**src/rtc_ctl_pkg.sv**
```systemverilog
// package: register map, field layout, types and format helpers
package rtc_ctl_pkg;

    // register indices; byte address is four times the index
    localparam logic [5:0] IDX_SEC  = 6'h00;  // seconds field
    localparam logic [5:0] IDX_MIN  = 6'h02;  // minutes field
    localparam logic [5:0] IDX_HOUR = 6'h04;  // hours field
    localparam logic [5:0] IDX_HALM = 6'h05;  // hours alarm field
    localparam logic [5:0] IDX_CTL  = 6'h0b;  // time_format_interrupt_control
    localparam logic [5:0] IDX_FLG  = 6'h0c;  // event flags, clear on read
    localparam logic [5:0] IDX_AST  = 6'h10;  // aux sticky status, write one to clear
    localparam logic [5:0] IDX_AMSK = 6'h11;  // aux status mask

    // control register bit positions
    localparam int CTL_HOLD = 7;  // update hold
    localparam int CTL_PIE  = 6;  // periodic enable
    localparam int CTL_AIE  = 5;  // alarm enable
    localparam int CTL_UIE  = 4;  // update-ended enable
    localparam int CTL_BIN  = 2;  // 1 binary, 0 bcd
    localparam int CTL_H24  = 1;  // 1 24-hour, 0 12-hour
    localparam int CTL_DST  = 0;  // seasonal shift enable

    // flag register layout: request at 7, events at 6:4
    localparam int FLG_REQ = 7;
    localparam int FLG_LO  = 4;
    localparam int HOUR_PM = 7;   // am/pm bit of 12-hour form

    // aux status bit positions
    localparam int AST_SKIP   = 0;  // tick suppressed by hold
    localparam int AST_RESUME = 1;  // hold released

    // reset values and writable masks
    localparam logic [7:0] CTL_RST   = 8'h00;
    localparam logic [7:0] CTL_WMASK = 8'hf7;  // bit 3 reserved, reads zero
    localparam logic [2:0] FLG_RST   = 3'h0;
    localparam logic [1:0] AST_RST   = 2'h0;
    localparam logic [1:0] AMSK_RST  = 2'h0;
    localparam logic [7:0] HOURS_HALF = 8'h0c;  // twelve
    localparam logic [7:0] TEN        = 8'h0a;

    // counter field selectors on the write port
    localparam logic [1:0] SEL_SEC  = 2'h0;
    localparam logic [1:0] SEL_MIN  = 2'h1;
    localparam logic [1:0] SEL_HOUR = 2'h2;
    localparam logic [1:0] SEL_HALM = 2'h3;

    // bus answer state, gray along idle -> ack -> idle
    typedef enum logic {
        BUS_IDLE = 1'b0,
        BUS_ACK  = 1'b1
    } bus_st_t;

    // internal counter values, always binary 24-hour
    typedef struct packed {
        logic [7:0] sec;
        logic [7:0] min;
        logic [7:0] hour;
        logic [7:0] halm;
    } time_t;

    // event strobes from the timebase and counters
    typedef struct packed {
        logic sec_tick;   // one-second timebase pulse
        logic per_evt;    // periodic tick
        logic alm_evt;    // alarm match
        logic upd_done;   // update completed
    } evt_t;

    // write request towards the counters
    typedef struct packed {
        logic       valid;
        logic [1:0] sel;
        logic [7:0] val;
    } cnt_wr_t;

    // whole state of the control block
    typedef struct packed {
        bus_st_t    bus;
        logic [31:0] rdata;
        logic [7:0] ctl;
        logic [2:0] flg;
        logic [1:0] ast;
        logic [1:0] amsk;
        logic       adv;
        cnt_wr_t    wr;
    } ctl_state_t;

    // binary 0..99 to packed bcd
    function automatic logic [7:0] bin2bcd(input logic [7:0] v);
        logic [7:0] t;
        logic [7:0] u;
        t = v / TEN;
        u = v - 8'(t * TEN);
        return {t[3:0], u[3:0]};
    endfunction

    // packed bcd to binary
    function automatic logic [7:0] bcd2bin(input logic [7:0] b);
        return 8'({4'h0, b[7:4]} * TEN) + {4'h0, b[3:0]};
    endfunction

endpackage

```
**src/rtc_fmt.sv**
```systemverilog
// presentation converter between internal binary and bus format
module rtc_fmt
    import rtc_ctl_pkg::*;
(
    // mode
    input  wire logic       bin_mode,
    input  wire logic       h24,
    input  wire logic       is_hour,
    // read path
    input  wire logic [7:0] rd_bin,
    output logic      [7:0] rd_ext,
    // write path
    input  wire logic [7:0] wr_ext,
    output logic      [7:0] wr_bin
);

    // internal value to bus form; counters stay 24-hour binary
    always_comb begin
        logic [7:0] h;
        logic       pm;
        logic [7:0] v;
        h  = rd_bin;
        pm = 1'b0;
        v  = 8'h00;
        // 12-hour: fold 0..23 onto 1..12 plus pm bit
        if (is_hour && !h24) begin
            pm = (rd_bin >= HOURS_HALF);
            h  = pm ? rd_bin - HOURS_HALF : rd_bin;
            if (h == 8'h00) begin
                h = HOURS_HALF;
            end
        end
        v = bin_mode ? h : bin2bcd(h);
        rd_ext = (is_hour && !h24) ? {pm, v[6:0]} : v;
    end

    // bus form to internal value
    always_comb begin
        logic [7:0] v;
        logic [7:0] b;
        v = (is_hour && !h24) ? {1'b0, wr_ext[6:0]} : wr_ext;
        b = bin_mode ? v : bcd2bin(v);
        // 12 am is hour zero, pm adds twelve except at noon
        if (is_hour && !h24) begin
            if (b == HOURS_HALF) begin
                b = 8'h00;
            end
            if (wr_ext[HOUR_PM]) begin
                b = b + HOURS_HALF;
            end
        end
        wr_bin = b;
    end

endmodule

```
**src/rtc_ctl.sv**
```systemverilog
// control register, event flags and interrupt of the calendar clock
//
// Notes on behaviour
// - hold bit stops one-second advances; clearing resumes
// - periodic enable gates periodic events onto interrupt
// - alarm enable gates alarm events onto interrupt
// - update-ended enable gates update completion onto interrupt
// - presentation bit: 1 binary, 0 bcd
// - hour bit: 1 24-hour, 0 12-hour with pm
// - seasonal bit enables automatic hour shifting
// - format bits convert only at bus access
// - request flag is any enabled event flag
// - flags record regardless; flag read clears them
module rtc_ctl
    import rtc_ctl_pkg::*;
(
    // clock and reset
    input  wire logic        clock,
    input  wire logic        nrst,
    // avalon-mm slave
    input  wire logic [7:0]  address,
    input  wire logic        read,
    input  wire logic        write,
    input  wire logic [31:0] writedata,
    input  wire logic [3:0]  byteenable,
    output logic      [31:0] readdata,
    output logic             waitrequest,
    // timebase and counter events
    input  wire evt_t        evt,
    // counter values, binary 24-hour
    input  wire time_t       cnt_val,
    // counter control
    output logic             adv_pulse,
    output cnt_wr_t          cnt_wr,
    output logic             dst_en,
    // interrupt
    output logic             irq
);

    ctl_state_t s_r;    // registered state
    ctl_state_t s_nxt;  // next state

    logic [5:0] idx;       // word index of the access
    logic       aligned;   // low address bits zero
    logic       req;       // read or write pending
    logic       acc;       // request accepted this edge
    logic       is_hour;   // access targets an hour field
    logic [7:0] fld_bin;   // selected counter value
    logic [7:0] fld_ext;   // same value in bus form
    logic [7:0] wr_bin;    // written value in binary form
    logic       irq_req;   // combined event request
    logic [2:0] flg_en;    // event flags after enables

    // index hit on an aligned word
    function automatic logic hit(input logic [5:0] want);
        return aligned && (idx == want);
    endfunction

    // true when the index names a counter field
    function automatic logic is_fld(input logic [5:0] i);
        return (i == IDX_SEC) || (i == IDX_MIN) ||
               (i == IDX_HOUR) || (i == IDX_HALM);
    endfunction

    // address split
    assign idx     = address[7:2];
    assign aligned = (address[1:0] == 2'h0);
    assign req     = read || write;
    assign acc     = req && (s_r.bus == BUS_ACK);
    // spelled out: a continuous assign would not see the function's inner reads
    assign is_hour = aligned && ((idx == IDX_HOUR) || (idx == IDX_HALM));

    // counter field mux for reads
    always_comb begin
        if (hit(IDX_SEC)) begin
            fld_bin = cnt_val.sec;
        end else if (hit(IDX_MIN)) begin
            fld_bin = cnt_val.min;
        end else if (hit(IDX_HOUR)) begin
            fld_bin = cnt_val.hour;
        end else if (hit(IDX_HALM)) begin
            fld_bin = cnt_val.halm;
        end else begin
            fld_bin = 8'h00;
        end
    end

    // format conversion sits only on the bus path, so stored
    // counts never change when software flips the mode bits
    rtc_fmt u_fmt (
        .bin_mode (s_r.ctl[CTL_BIN]),
        .h24      (s_r.ctl[CTL_H24]),
        .is_hour  (is_hour),
        .rd_bin   (fld_bin),
        .rd_ext   (fld_ext),
        .wr_ext   (writedata[7:0]),
        .wr_bin   (wr_bin)
    );

    // event flags masked by their enables, bit order 6:4
    assign flg_en  = s_r.flg & s_r.ctl[CTL_PIE:CTL_UIE];
    assign irq_req = |flg_en;

    // next state
    always_comb begin
        logic [1:0] ast_set;  // aux events this cycle
        logic [2:0] flg_clr;  // flags cleared by a flag read
        logic [7:0] ctl_new;  // written control value
        s_nxt         = s_r;
        s_nxt.adv     = 1'b0;
        s_nxt.wr      = '0;
        ast_set       = 2'h0;
        flg_clr       = 3'h0;
        ctl_new       = s_r.ctl;

        // bus answer: one wait cycle, then accept
        case (s_r.bus)
            BUS_IDLE: begin
                if (req) begin
                    s_nxt.bus = BUS_ACK;
                    // read data sampled now, stands at the accept edge
                    if (hit(IDX_CTL)) begin
                        s_nxt.rdata = {24'h0, s_r.ctl};
                    end else if (hit(IDX_FLG)) begin
                        s_nxt.rdata = {24'h0, irq_req, s_r.flg, 4'h0};
                    end else if (hit(IDX_AST)) begin
                        s_nxt.rdata = {30'h0, s_r.ast};
                    end else if (hit(IDX_AMSK)) begin
                        s_nxt.rdata = {30'h0, s_r.amsk};
                    end else if (aligned && is_fld(idx)) begin
                        s_nxt.rdata = {24'h0, fld_ext};
                    end else begin
                        // unmapped reads answer zero
                        s_nxt.rdata = 32'h0;
                    end
                end
            end
            BUS_ACK: begin
                s_nxt.bus = BUS_IDLE;
            end
            default: begin
                s_nxt.bus = BUS_IDLE;
            end
        endcase

        // writes take effect at the accept edge only
        if (acc && write && byteenable[0]) begin
            if (hit(IDX_CTL)) begin
                ctl_new   = writedata[7:0] & CTL_WMASK;
                s_nxt.ctl = ctl_new;
                // hold released by software
                if (s_r.ctl[CTL_HOLD] && !ctl_new[CTL_HOLD]) begin
                    ast_set[AST_RESUME] = 1'b1;
                end
            end else if (hit(IDX_AMSK)) begin
                s_nxt.amsk = writedata[1:0];
            end else if (hit(IDX_AST)) begin
                // write one to clear
                s_nxt.ast = s_r.ast & ~writedata[1:0];
            end else if (aligned && is_fld(idx)) begin
                // converted to binary before reaching the counters
                s_nxt.wr.valid = 1'b1;
                s_nxt.wr.sel   = idx[2] ? (idx[0] ? SEL_HALM : SEL_HOUR)
                                        : (idx[1] ? SEL_MIN : SEL_SEC);
                s_nxt.wr.val   = wr_bin;
            end
        end

        // every flag read clears all flags; an event that lands on
        // the accept edge itself still survives, since set wins
        if (acc && read && hit(IDX_FLG)) begin
            flg_clr = 3'h7;
        end

        // events set flags whatever the enables; set beats clear
        s_nxt.flg = (s_r.flg & ~flg_clr) |
                    {evt.per_evt, evt.alm_evt, evt.upd_done};

        // one-second advance passes only while hold is clear
        s_nxt.adv = evt.sec_tick && !s_r.ctl[CTL_HOLD];
        if (evt.sec_tick && s_r.ctl[CTL_HOLD]) begin
            ast_set[AST_SKIP] = 1'b1;
        end

        // aux sticky status, set wins over a same-cycle clear
        s_nxt.ast = s_nxt.ast | ast_set;
    end

    // state register
    always_ff @(posedge clock or negedge nrst) begin
        if (!nrst) begin
            s_r.bus   <= BUS_IDLE;
            s_r.rdata <= 32'h0;
            s_r.ctl   <= CTL_RST;
            s_r.flg   <= FLG_RST;
            s_r.ast   <= AST_RST;
            s_r.amsk  <= AMSK_RST;
            s_r.adv   <= 1'b0;
            s_r.wr    <= '0;
        end else begin
            s_r <= s_nxt;
        end
    end

    // bus outputs; waitrequest drops in the accept cycle
    assign readdata    = s_r.rdata;
    assign waitrequest = req && (s_r.bus != BUS_ACK);

    // counter control from flip-flops
    assign adv_pulse = s_r.adv;
    assign cnt_wr    = s_r.wr;
    // counters shift the hour on their stored dates while set
    assign dst_en    = s_r.ctl[CTL_DST];

    // interrupt holds until a flag read clears the flags; aux
    // status joins only when software unmasks it
    assign irq = irq_req || |(s_r.ast & s_r.amsk);

endmodule

```
**config.mk**
```make
export PLATFORM = sky130hd
export DESIGN_NAME = rtc_ctl
export DESIGN_NICKNAME = d
export VERILOG_FILES = /design/src/rtc_ctl_pkg.sv /design/src/rtc_fmt.sv /design/src/rtc_ctl.sv
export SDC_FILE = /design/constraint.sdc
export NUM_CORES = 1
export LEC_CHECK = 0
export ABC_CLOCK_PERIOD_IN_PS = 6400
export BUFFER_PORTS_ARGS = -buffer_cell sky130_fd_sc_hd__buf_2
export CORE_MARGIN = 3
export CORE_UTILIZATION = 35
export DETAILED_ROUTE_END_ITERATION = 8
export GPL_ROUTABILITY_DRIVEN = 0
export GPL_TIMING_DRIVEN = 0
export PLACE_DENSITY_LB_ADDON = 0.1
export SLEW_MARGIN = 20
export SYNTH_ARGS = -nofsm -noshare
export SYNTH_HDL_FRONTEND = slang
export SYNTH_SLANG_ARGS = --single-unit
```
**constraint.sdc**
```tcl
create_clock -name clock -period 6.4 [get_ports clock]
set_input_delay 1.28 -clock clock [delete_from_list [all_inputs] [get_ports clock]]
set_output_delay 1.28 -clock clock [all_outputs]
set_load 0.02 [all_outputs]
```
# Word level (Yosys, flattened, before mapping)

Cells that the tools add are included.

$add $sub $neg: 4
Multiply operators: 2
Div/mod/pow operators: 1
Magnitude comparators: 1
Eq/ne operators: 8
Shift operators: 0
Mux-type cells: 40
Bitwise gates (word level): 10
Reductions and logical operators: 37

Operator list:

| cell                                                 | count |
|---|---|
| two-way mux 32 bit                                   | 4 |
| two-way mux 8 bit                                    | 16 |
| two-way mux 11 bit                                   | 5 |
| two-way mux 33 bit                                   | 1 |
| logical AND 1 bit                                    | 20 |
| == test 6 x 3 -> 1 bit (second input constant)       | 2 |
| == test 6 x 4 -> 1 bit (second input constant)       | 2 |
| == test 6 x 5 -> 1 bit (second input constant)       | 2 |
| adder 8 x 4 -> 8 bit                                 | 1 |
| adder 8 x 4 -> 8 bit (second input constant)         | 1 |
| divider 8 x 4 -> 8 bit (second input constant)       | 1 |
| == test 8 x 4 -> 1 bit (second input constant)       | 1 |
| >= comparator 8 x 4 -> 1 bit (second input constant) | 1 |
| logical NOT 8 bit                                    | 1 |
| multiplier 8 x 3 -> 3 bit (second input constant)    | 1 |
| two-way mux 2 bit                                    | 4 |
| two-way mux 4 bit                                    | 2 |
| subtractor 8 x 4 -> 8 bit (second input constant)    | 1 |
| multiplier 4 x 3 -> 7 bit (second input constant)    | 1 |
| AND 3 bit                                            | 2 |
| == test 6 x 2 -> 1 bit (second input constant)       | 1 |
| logical NOT 6 bit                                    | 1 |
| logical OR 1 bit                                     | 6 |
| two-way mux 1 bit                                    | 6 |
| other kinds (15)                                     | 20 |

Bits in registers: 59
Latch bits: 0
RAM bits: 0
Memory bits (read-only): 0
Input bits: 84
Output and inout port bits: 47
Word-level logic and storage cells: 113
Memories: 0

# Depth between registers and ports, before layout

Depth after elaboration: 23
Gate-level depth with buffers: 31
Gate-level depth less buffers: 27

# Hierarchy

A second synthesis with hierarchy kept.

Cell total of the unflattened synthesis: 446
Area, all modules: 3809.9 um2

By module, submodules not included:

| module  | times used | cells an instance | area each (um2) | sequential area each (um2) |
|---|---|---|---|---|
| rtc_ctl | 1          | 213               | 2177.1          | 875.8 |
| rtc_fmt | 1          | 233               | 1632.8          | 0.0 |

# Worst setup path after synthesis

OpenSTA, ideal clock, no wires.

Path kind: input port to flip-flop
Start: input address[1]
End: register s_r, in the netlist readdata[3]
Setup time: 0.080 ns
Arrival: 7.225 ns
Required time: 6.320 ns
Setup slack: -0.905 ns
Cell stages on the path: 30
Path buffers: 3
Path through: or4_4 -> buf_6 -> nor2_8 -> o221ai_4 -> inv_2 -> ha_1 -> clkbuf_1 -> nor3_1 -> a311oi_1 -> a2111oi_4 -> a311oi_1 -> or2_1 -> buf_6 -> o21ai_0 -> a221o_1 -> a311oi_1 -> ha_1 -> and2_1 -> o31ai_1 -> a21oi_1 -> or4_1 -> nand4_2 -> or2_2 -> ha_1 -> inv_1 -> fa_1 -> and3_1 -> or4_1 -> a21o_1 -> o211ai_2

Cells in the longest elaborated chain, start to end: 21
Elaborated cells between the ends (all ways): 32
Classes of those cells: add/sub (2); mul (1); div (1); order compare (1); mux (14); reduce/logical (13)

Ends and longest elaborated chain:

| element                                                                   | RTL line                     | RTL |
|---|---|---|
| from (decl)                                                               | rtc_ctl.sv:21                | `input wire logic [7:0] address,` |
| logical NOT 2 bit *                                                       | rtc_ctl.sv:67                | `assign aligned = (address[1:0] == 2'h0);` |
| logical AND 1 bit                                                         | rtc_ctl.sv:56                | `return aligned && (idx == want);` |
| two-way mux 8 bit                                                         | rtc_ctl.sv:81                | `end else if (hit(IDX_HALM)) begin` |
| two-way mux 8 bit                                                         | rtc_ctl.sv:79                | `end else if (hit(IDX_HOUR)) begin` |
| two-way mux 8 bit                                                         | rtc_ctl.sv:77                | `end else if (hit(IDX_MIN)) begin` |
| two-way mux 8 bit                                                         | rtc_ctl.sv:75                | `if (hit(IDX_SEC)) begin` |
| subtractor 8 x 4 -> 8 bit or >= comparator 8 x 4 -> 1 bit (tied branches) | rtc_fmt.sv:28, rtc_fmt.sv:27 |  |
| two-way mux 8 bit                                                         | rtc_fmt.sv:28                | `h = pm ? rd_bin - HOURS_HALF : rd_bin;` |
| [5 not listed]                                                            | --                           |  |
| subtractor 4 bit                                                          | rtc_ctl_pkg.sv:93            | `u = v - 8'(t * TEN);` |
| two-way mux 8 bit                                                         | rtc_fmt.sv:33                | `v = bin_mode ? h : bin2bcd(h);` |
| two-way mux 8 bit                                                         | rtc_fmt.sv:34                | `rd_ext = (is_hour && !h24) ? {pm, v[6:0]} : v;` |
| two-way mux 8 bit                                                         | rtc_ctl.sv:130               | `end else if (aligned && is_fld(idx)) begin` |
| two-way mux 32 bit                                                        | rtc_ctl.sv:128               | `end else if (hit(IDX_AMSK)) begin` |
| two-way mux 32 bit                                                        | rtc_ctl.sv:126               | `end else if (hit(IDX_AST)) begin` |
| two-way mux 32 bit                                                        | rtc_ctl.sv:124               | `end else if (hit(IDX_FLG)) begin` |
| two-way mux 32 bit *                                                      | rtc_ctl.sv:122               | `if (hit(IDX_CTL)) begin` |
| to (signal assigned)                                                      | rtc_ctl.sv:201               | `s_r <= s_nxt;` |
| to (decl)                                                                 | rtc_ctl.sv:40                | `ctl_state_t s_r;` |

Mark *: on every way between the ends. The rest lies on a longest branch, timed or not.
A chain may end at the register's enable or synchronous reset.

# Final worst setup path

Start: input address[4]
End: register s_r, in the netlist readdata[3]

Cells in the longest elaborated chain, start to end: 21
Elaborated cells between the ends (all ways): 43
Classes of those cells: add/sub (2); mul (1); div (1); order compare (1); eq/ne (7); mux (14); reduce/logical (17)

Ends and longest elaborated chain:

| element                                                                   | RTL line |
|---|---|
| == test 6 x 3 -> 1 bit                                                    | rtc_ctl.sv:56, rtc_ctl.sv:62, rtc_ctl.sv:71 |
| logical AND 1 bit                                                         | rtc_ctl.sv:56 |
| two-way mux 8 bit                                                         | rtc_ctl.sv:81 |
| two-way mux 8 bit                                                         | rtc_ctl.sv:79 |
| two-way mux 8 bit                                                         | rtc_ctl.sv:77 |
| two-way mux 8 bit                                                         | rtc_ctl.sv:75 |
| subtractor 8 x 4 -> 8 bit or >= comparator 8 x 4 -> 1 bit (tied branches) | rtc_fmt.sv:28, rtc_fmt.sv:27 |
| two-way mux 8 bit                                                         | rtc_fmt.sv:28 |
| [5 not listed]                                                            | -- |
| subtractor 4 bit                                                          | rtc_ctl_pkg.sv:93 |
| two-way mux 8 bit                                                         | rtc_fmt.sv:33 |
| two-way mux 8 bit                                                         | rtc_fmt.sv:34 |
| two-way mux 8 bit                                                         | rtc_ctl.sv:130 |
| two-way mux 32 bit                                                        | rtc_ctl.sv:128 |
| two-way mux 32 bit                                                        | rtc_ctl.sv:126 |
| two-way mux 32 bit                                                        | rtc_ctl.sv:124 |
| two-way mux 32 bit *                                                      | rtc_ctl.sv:122 |

Marks and branches as above.

==> out/results.ini <==
[yosys]
synth_edf_count = 0
ys_top_cells_by_area = dfrtp_1, buf_4, nor2_1
synthCells = 446
synth_area_sq_um = 3770
syn_area_per_cell_sq_um = 8.45
synthDistinctLibCells = 86
yosysTopAreaCellShare = 0.232
synth_area_leader_cell = dfrtp_1
synth.yosys.seq_area_share = 0.232
ys_ff_latch = 35
synthFlopType = dfrtp_1
async_reset_ff_frac = 1.00
synth_warnings = 0

[power_and_ir_drop]
power.internal_w = 0.000436
cellPowerDensity_nw_per_um2 = 122
ir_worst_vdd_mv = 0.0920
sw_frac_of_total = 0.318
p_total_w = 0.000640
share_seq_of_total_power = 0.367
combPwrFrac = 0.325
leakagePower_nw = 2.42
netSwitchingPower_w = 0.000204
clockPowerShare = 0.308

[clocking]
clock-sinks = 35
clk_pin_slew_ns = 0.07
insertion_delay_ns = 0.29
htree_levels = 2
clock_path_buffers = 2
cts_tree = done
cts_buffers = 5
clockRootBuffer = clkbuf_8

[sta]
rsz0062_at_grt = yes
min_period_ns = 6.65
relSlewSlack = 0.478
fin_crit_sh = 1.04
clock_skew_ns = 0.00872
worst_slew_pin_slew_ns = 0.783
max_freq_ghz = 0.150
hold_ws_ns = 0.493
finalHoldViolCount = 0
setup_slack_ns = -0.251
finalMaxSlewViolations = 0
final-setup-viol-count = 1

[worst_setup_path]
crit_path_frequent_cell = buf_4
critPathSlowestCell = or4_4
cp-end-kind = flop
reg2reg_from = s_r[20]
startpoint = address[4]
arrival_ns = 6.85
startpoint_type = primary input
crit_path_max_incr_delay_ns = 0.48
critical_path_class = in2reg
reg2reg_slack_ns = 1.20
critPathMaxFanout = 9
worstPathRequired_ns = 6.60

[die]
die_area_sq_um = 12000
start_util = 0.362
row_count = 37
core-area_sq_um = 10400
ioPinCount = 131
fp.dieW_um = 110
die_y_um = 110

[outcome]
status = finished, violations left
failed_checks = setup timing

[routing]
drt_iter0_markers = 214
routed_wl_mm = 11.0
drc_errors = 0
routed-via-count = 3741
dr.pass1.iters = 4
ant_nets = 0
viasPerCell = 5.07
post_drt_wl_per_cell_um = 14.9

[cells_and_area]
syn_to_final_growth_pct = 39.4
fin_nets = 700
diodes = 0
drive_gt1_frac = 0.452
fin_cells = 738

[worst_hold_path]
min_path_type = reg2reg
min_from = readdata[0]

[placement]
dp_cells = 684
dp_hpwl_mm = 8.27
portBuffers = 79

[global_route]
grt_usage = 0.176
grt_max_degree = 36
antenna_found_initial = 0
grt_pass1_vias = 3412
grt_pass1_wl_mm = 17.1
grt.overflow.total = 0

[run]
max-cap-violations = 0

path summary, 6_finish.rpt:
path,to,cells past startpoint
min in group asynchronous,cnt_wr[10],1
hold reg to reg,readdata[0],2
hold / removal,readdata[0],2
setup / recovery,readdata[3],27
max in group asynchronous,s_r[16],1
setup reg to reg,readdata[3],22
state kept, by name, indices dropped and copies added (netlist names):
signal	flops
s_r	14
cnt_wr	11
readdata	8
adv_pulse	1
dst_en	1
worst max-delay path: cells and delay by family:
kind | cells | cell delay, ns
and+or+nand+nor | 9 | 2.26
adders and majority gates | 3 | 0.77
AOI/OAI and AO/OA | 9 | 1.78
buffers and inverters | 6 | 0.76
area by class of cell:
cell class              count  area (sq um)
clock buffers               5          68.8
well taps                 136           170
multi-input cells         358          2810
plain buffers              56           420
repair buffers            129           797
fillers                  1023          5160
inverters                  16          62.6
flip-flops and latches     35           876
clock inverters             3          43.8
per-layer routing:
metal  GRT usage  wire, um
met1       0.262      5530
met2       0.277      4790
met3      0.0223       611
met4      0.0285        31
met5           0         0
cells in the mapped netlist, drive strengths merged, types with 3 or more instances:
master,n
buf,54
nor2,46
nand2,37
dfrtp,35
o21ai,31
a21oi,29
inv,15
mux2,14
ha,12
nor3,12
a21o,10
o211ai,7
or4,7
a211oi,6
and2,6
clkbuf,6
nand2b,6
nand3,6
xnor2,6
nor2b,5
o22ai,5
o31ai,5
or2,5
mux2i,4
nand3b,4
nand4,4
o22a,4
xor2,4
a221oi,3
a22o,3
a22oi,3
a311oi,3
a31oi,3
fa,3
nor4,3
o221ai,3
or3,3
cells in the final DEF, fill, tap and decap left out, drive strengths merged, types with 4 or more instances in the layout:
cell type  synthesis  layout
mux2i              4       4
nor3              12      12
xnor2              6       6
inv               15      15
and2               6       6
a211oi             6       6
or4                7       7
nand3b             4       4
nand2             37      37
nor2              46      46
o22a               4       4
conb               1      24
dfrtp             35      35
o31ai              5       5
or2                5       5
a21oi             29      29
nand3              6       6
nor2b              5       5
buf               54     181
nand2b             6       6
o211ai             7       7
ha                12      12
a21o              10      10
o22ai              5       5
xor2               4       4
mux2              14      14
clkbuf             6       9
o21ai             31      31
nand4              4       4
metrics by stage:
step / utilization / setup TNS (ns) / cell area [sq um] / worst slack, ns
6_report: 0.504 / -0.251 / 5250 / -0.251
5_1_grt: 0.504 / -0.483 / 5250 / -0.452
3_5_place_dp: 0.429 / -3.34 / 4460 / -1.42
3_3_place_gp: 0.429 / -3.25 / 4460 / -1.39
4_1_cts: 0.472 / -0.478 / 4910 / -0.478
2_1_floorplan: - / -0.571 / 3900 / -0.571
timing repair:
item / 4_1_cts / 5_1_grt
gates resized for setup: 34 / 37
pin swaps: 21 / 29
gates cloned: 0 / 1
hold buffers: 0 / 0
setup buffers: 26 / 25
endpoints found under the setup margin: 3 / 3
power groups by stage:
| stage | Sequential, W | Combinational (W) | Clock (W) |
|---|---|---|---|
| after detailed placement | 0.000239 | 0.000187 | 0 |
| after global placement | 0.000239 | 0.000185 | 0 |
| after global routing | 0.000236 | 0.000229 | 0.000214 |
| after floorplan | 0.000237 | 0.000132 | 0 |
| after CTS | 0.000235 | 0.000197 | 0.000204 |
| final | 0.000235 | 0.000208 | 0.000197 |
logic make-up after synthesis:
| group | after synthesis | synth area share |
|---|---|---|
| buf+inv | 76 | 0.126 |
| fa+ha+maj | 15 | 0.0558 |
| compound gates | 137 | 0.287 |
| simple gates | 154 | 0.222 |
| flops | 35 | 0.232 |
| mux | 18 | 0.0525 |
| xor+xnor | 10 | 0.0232 |
| other cells | 1 | 0.000995 |
(Power assumes the default switching activity.)
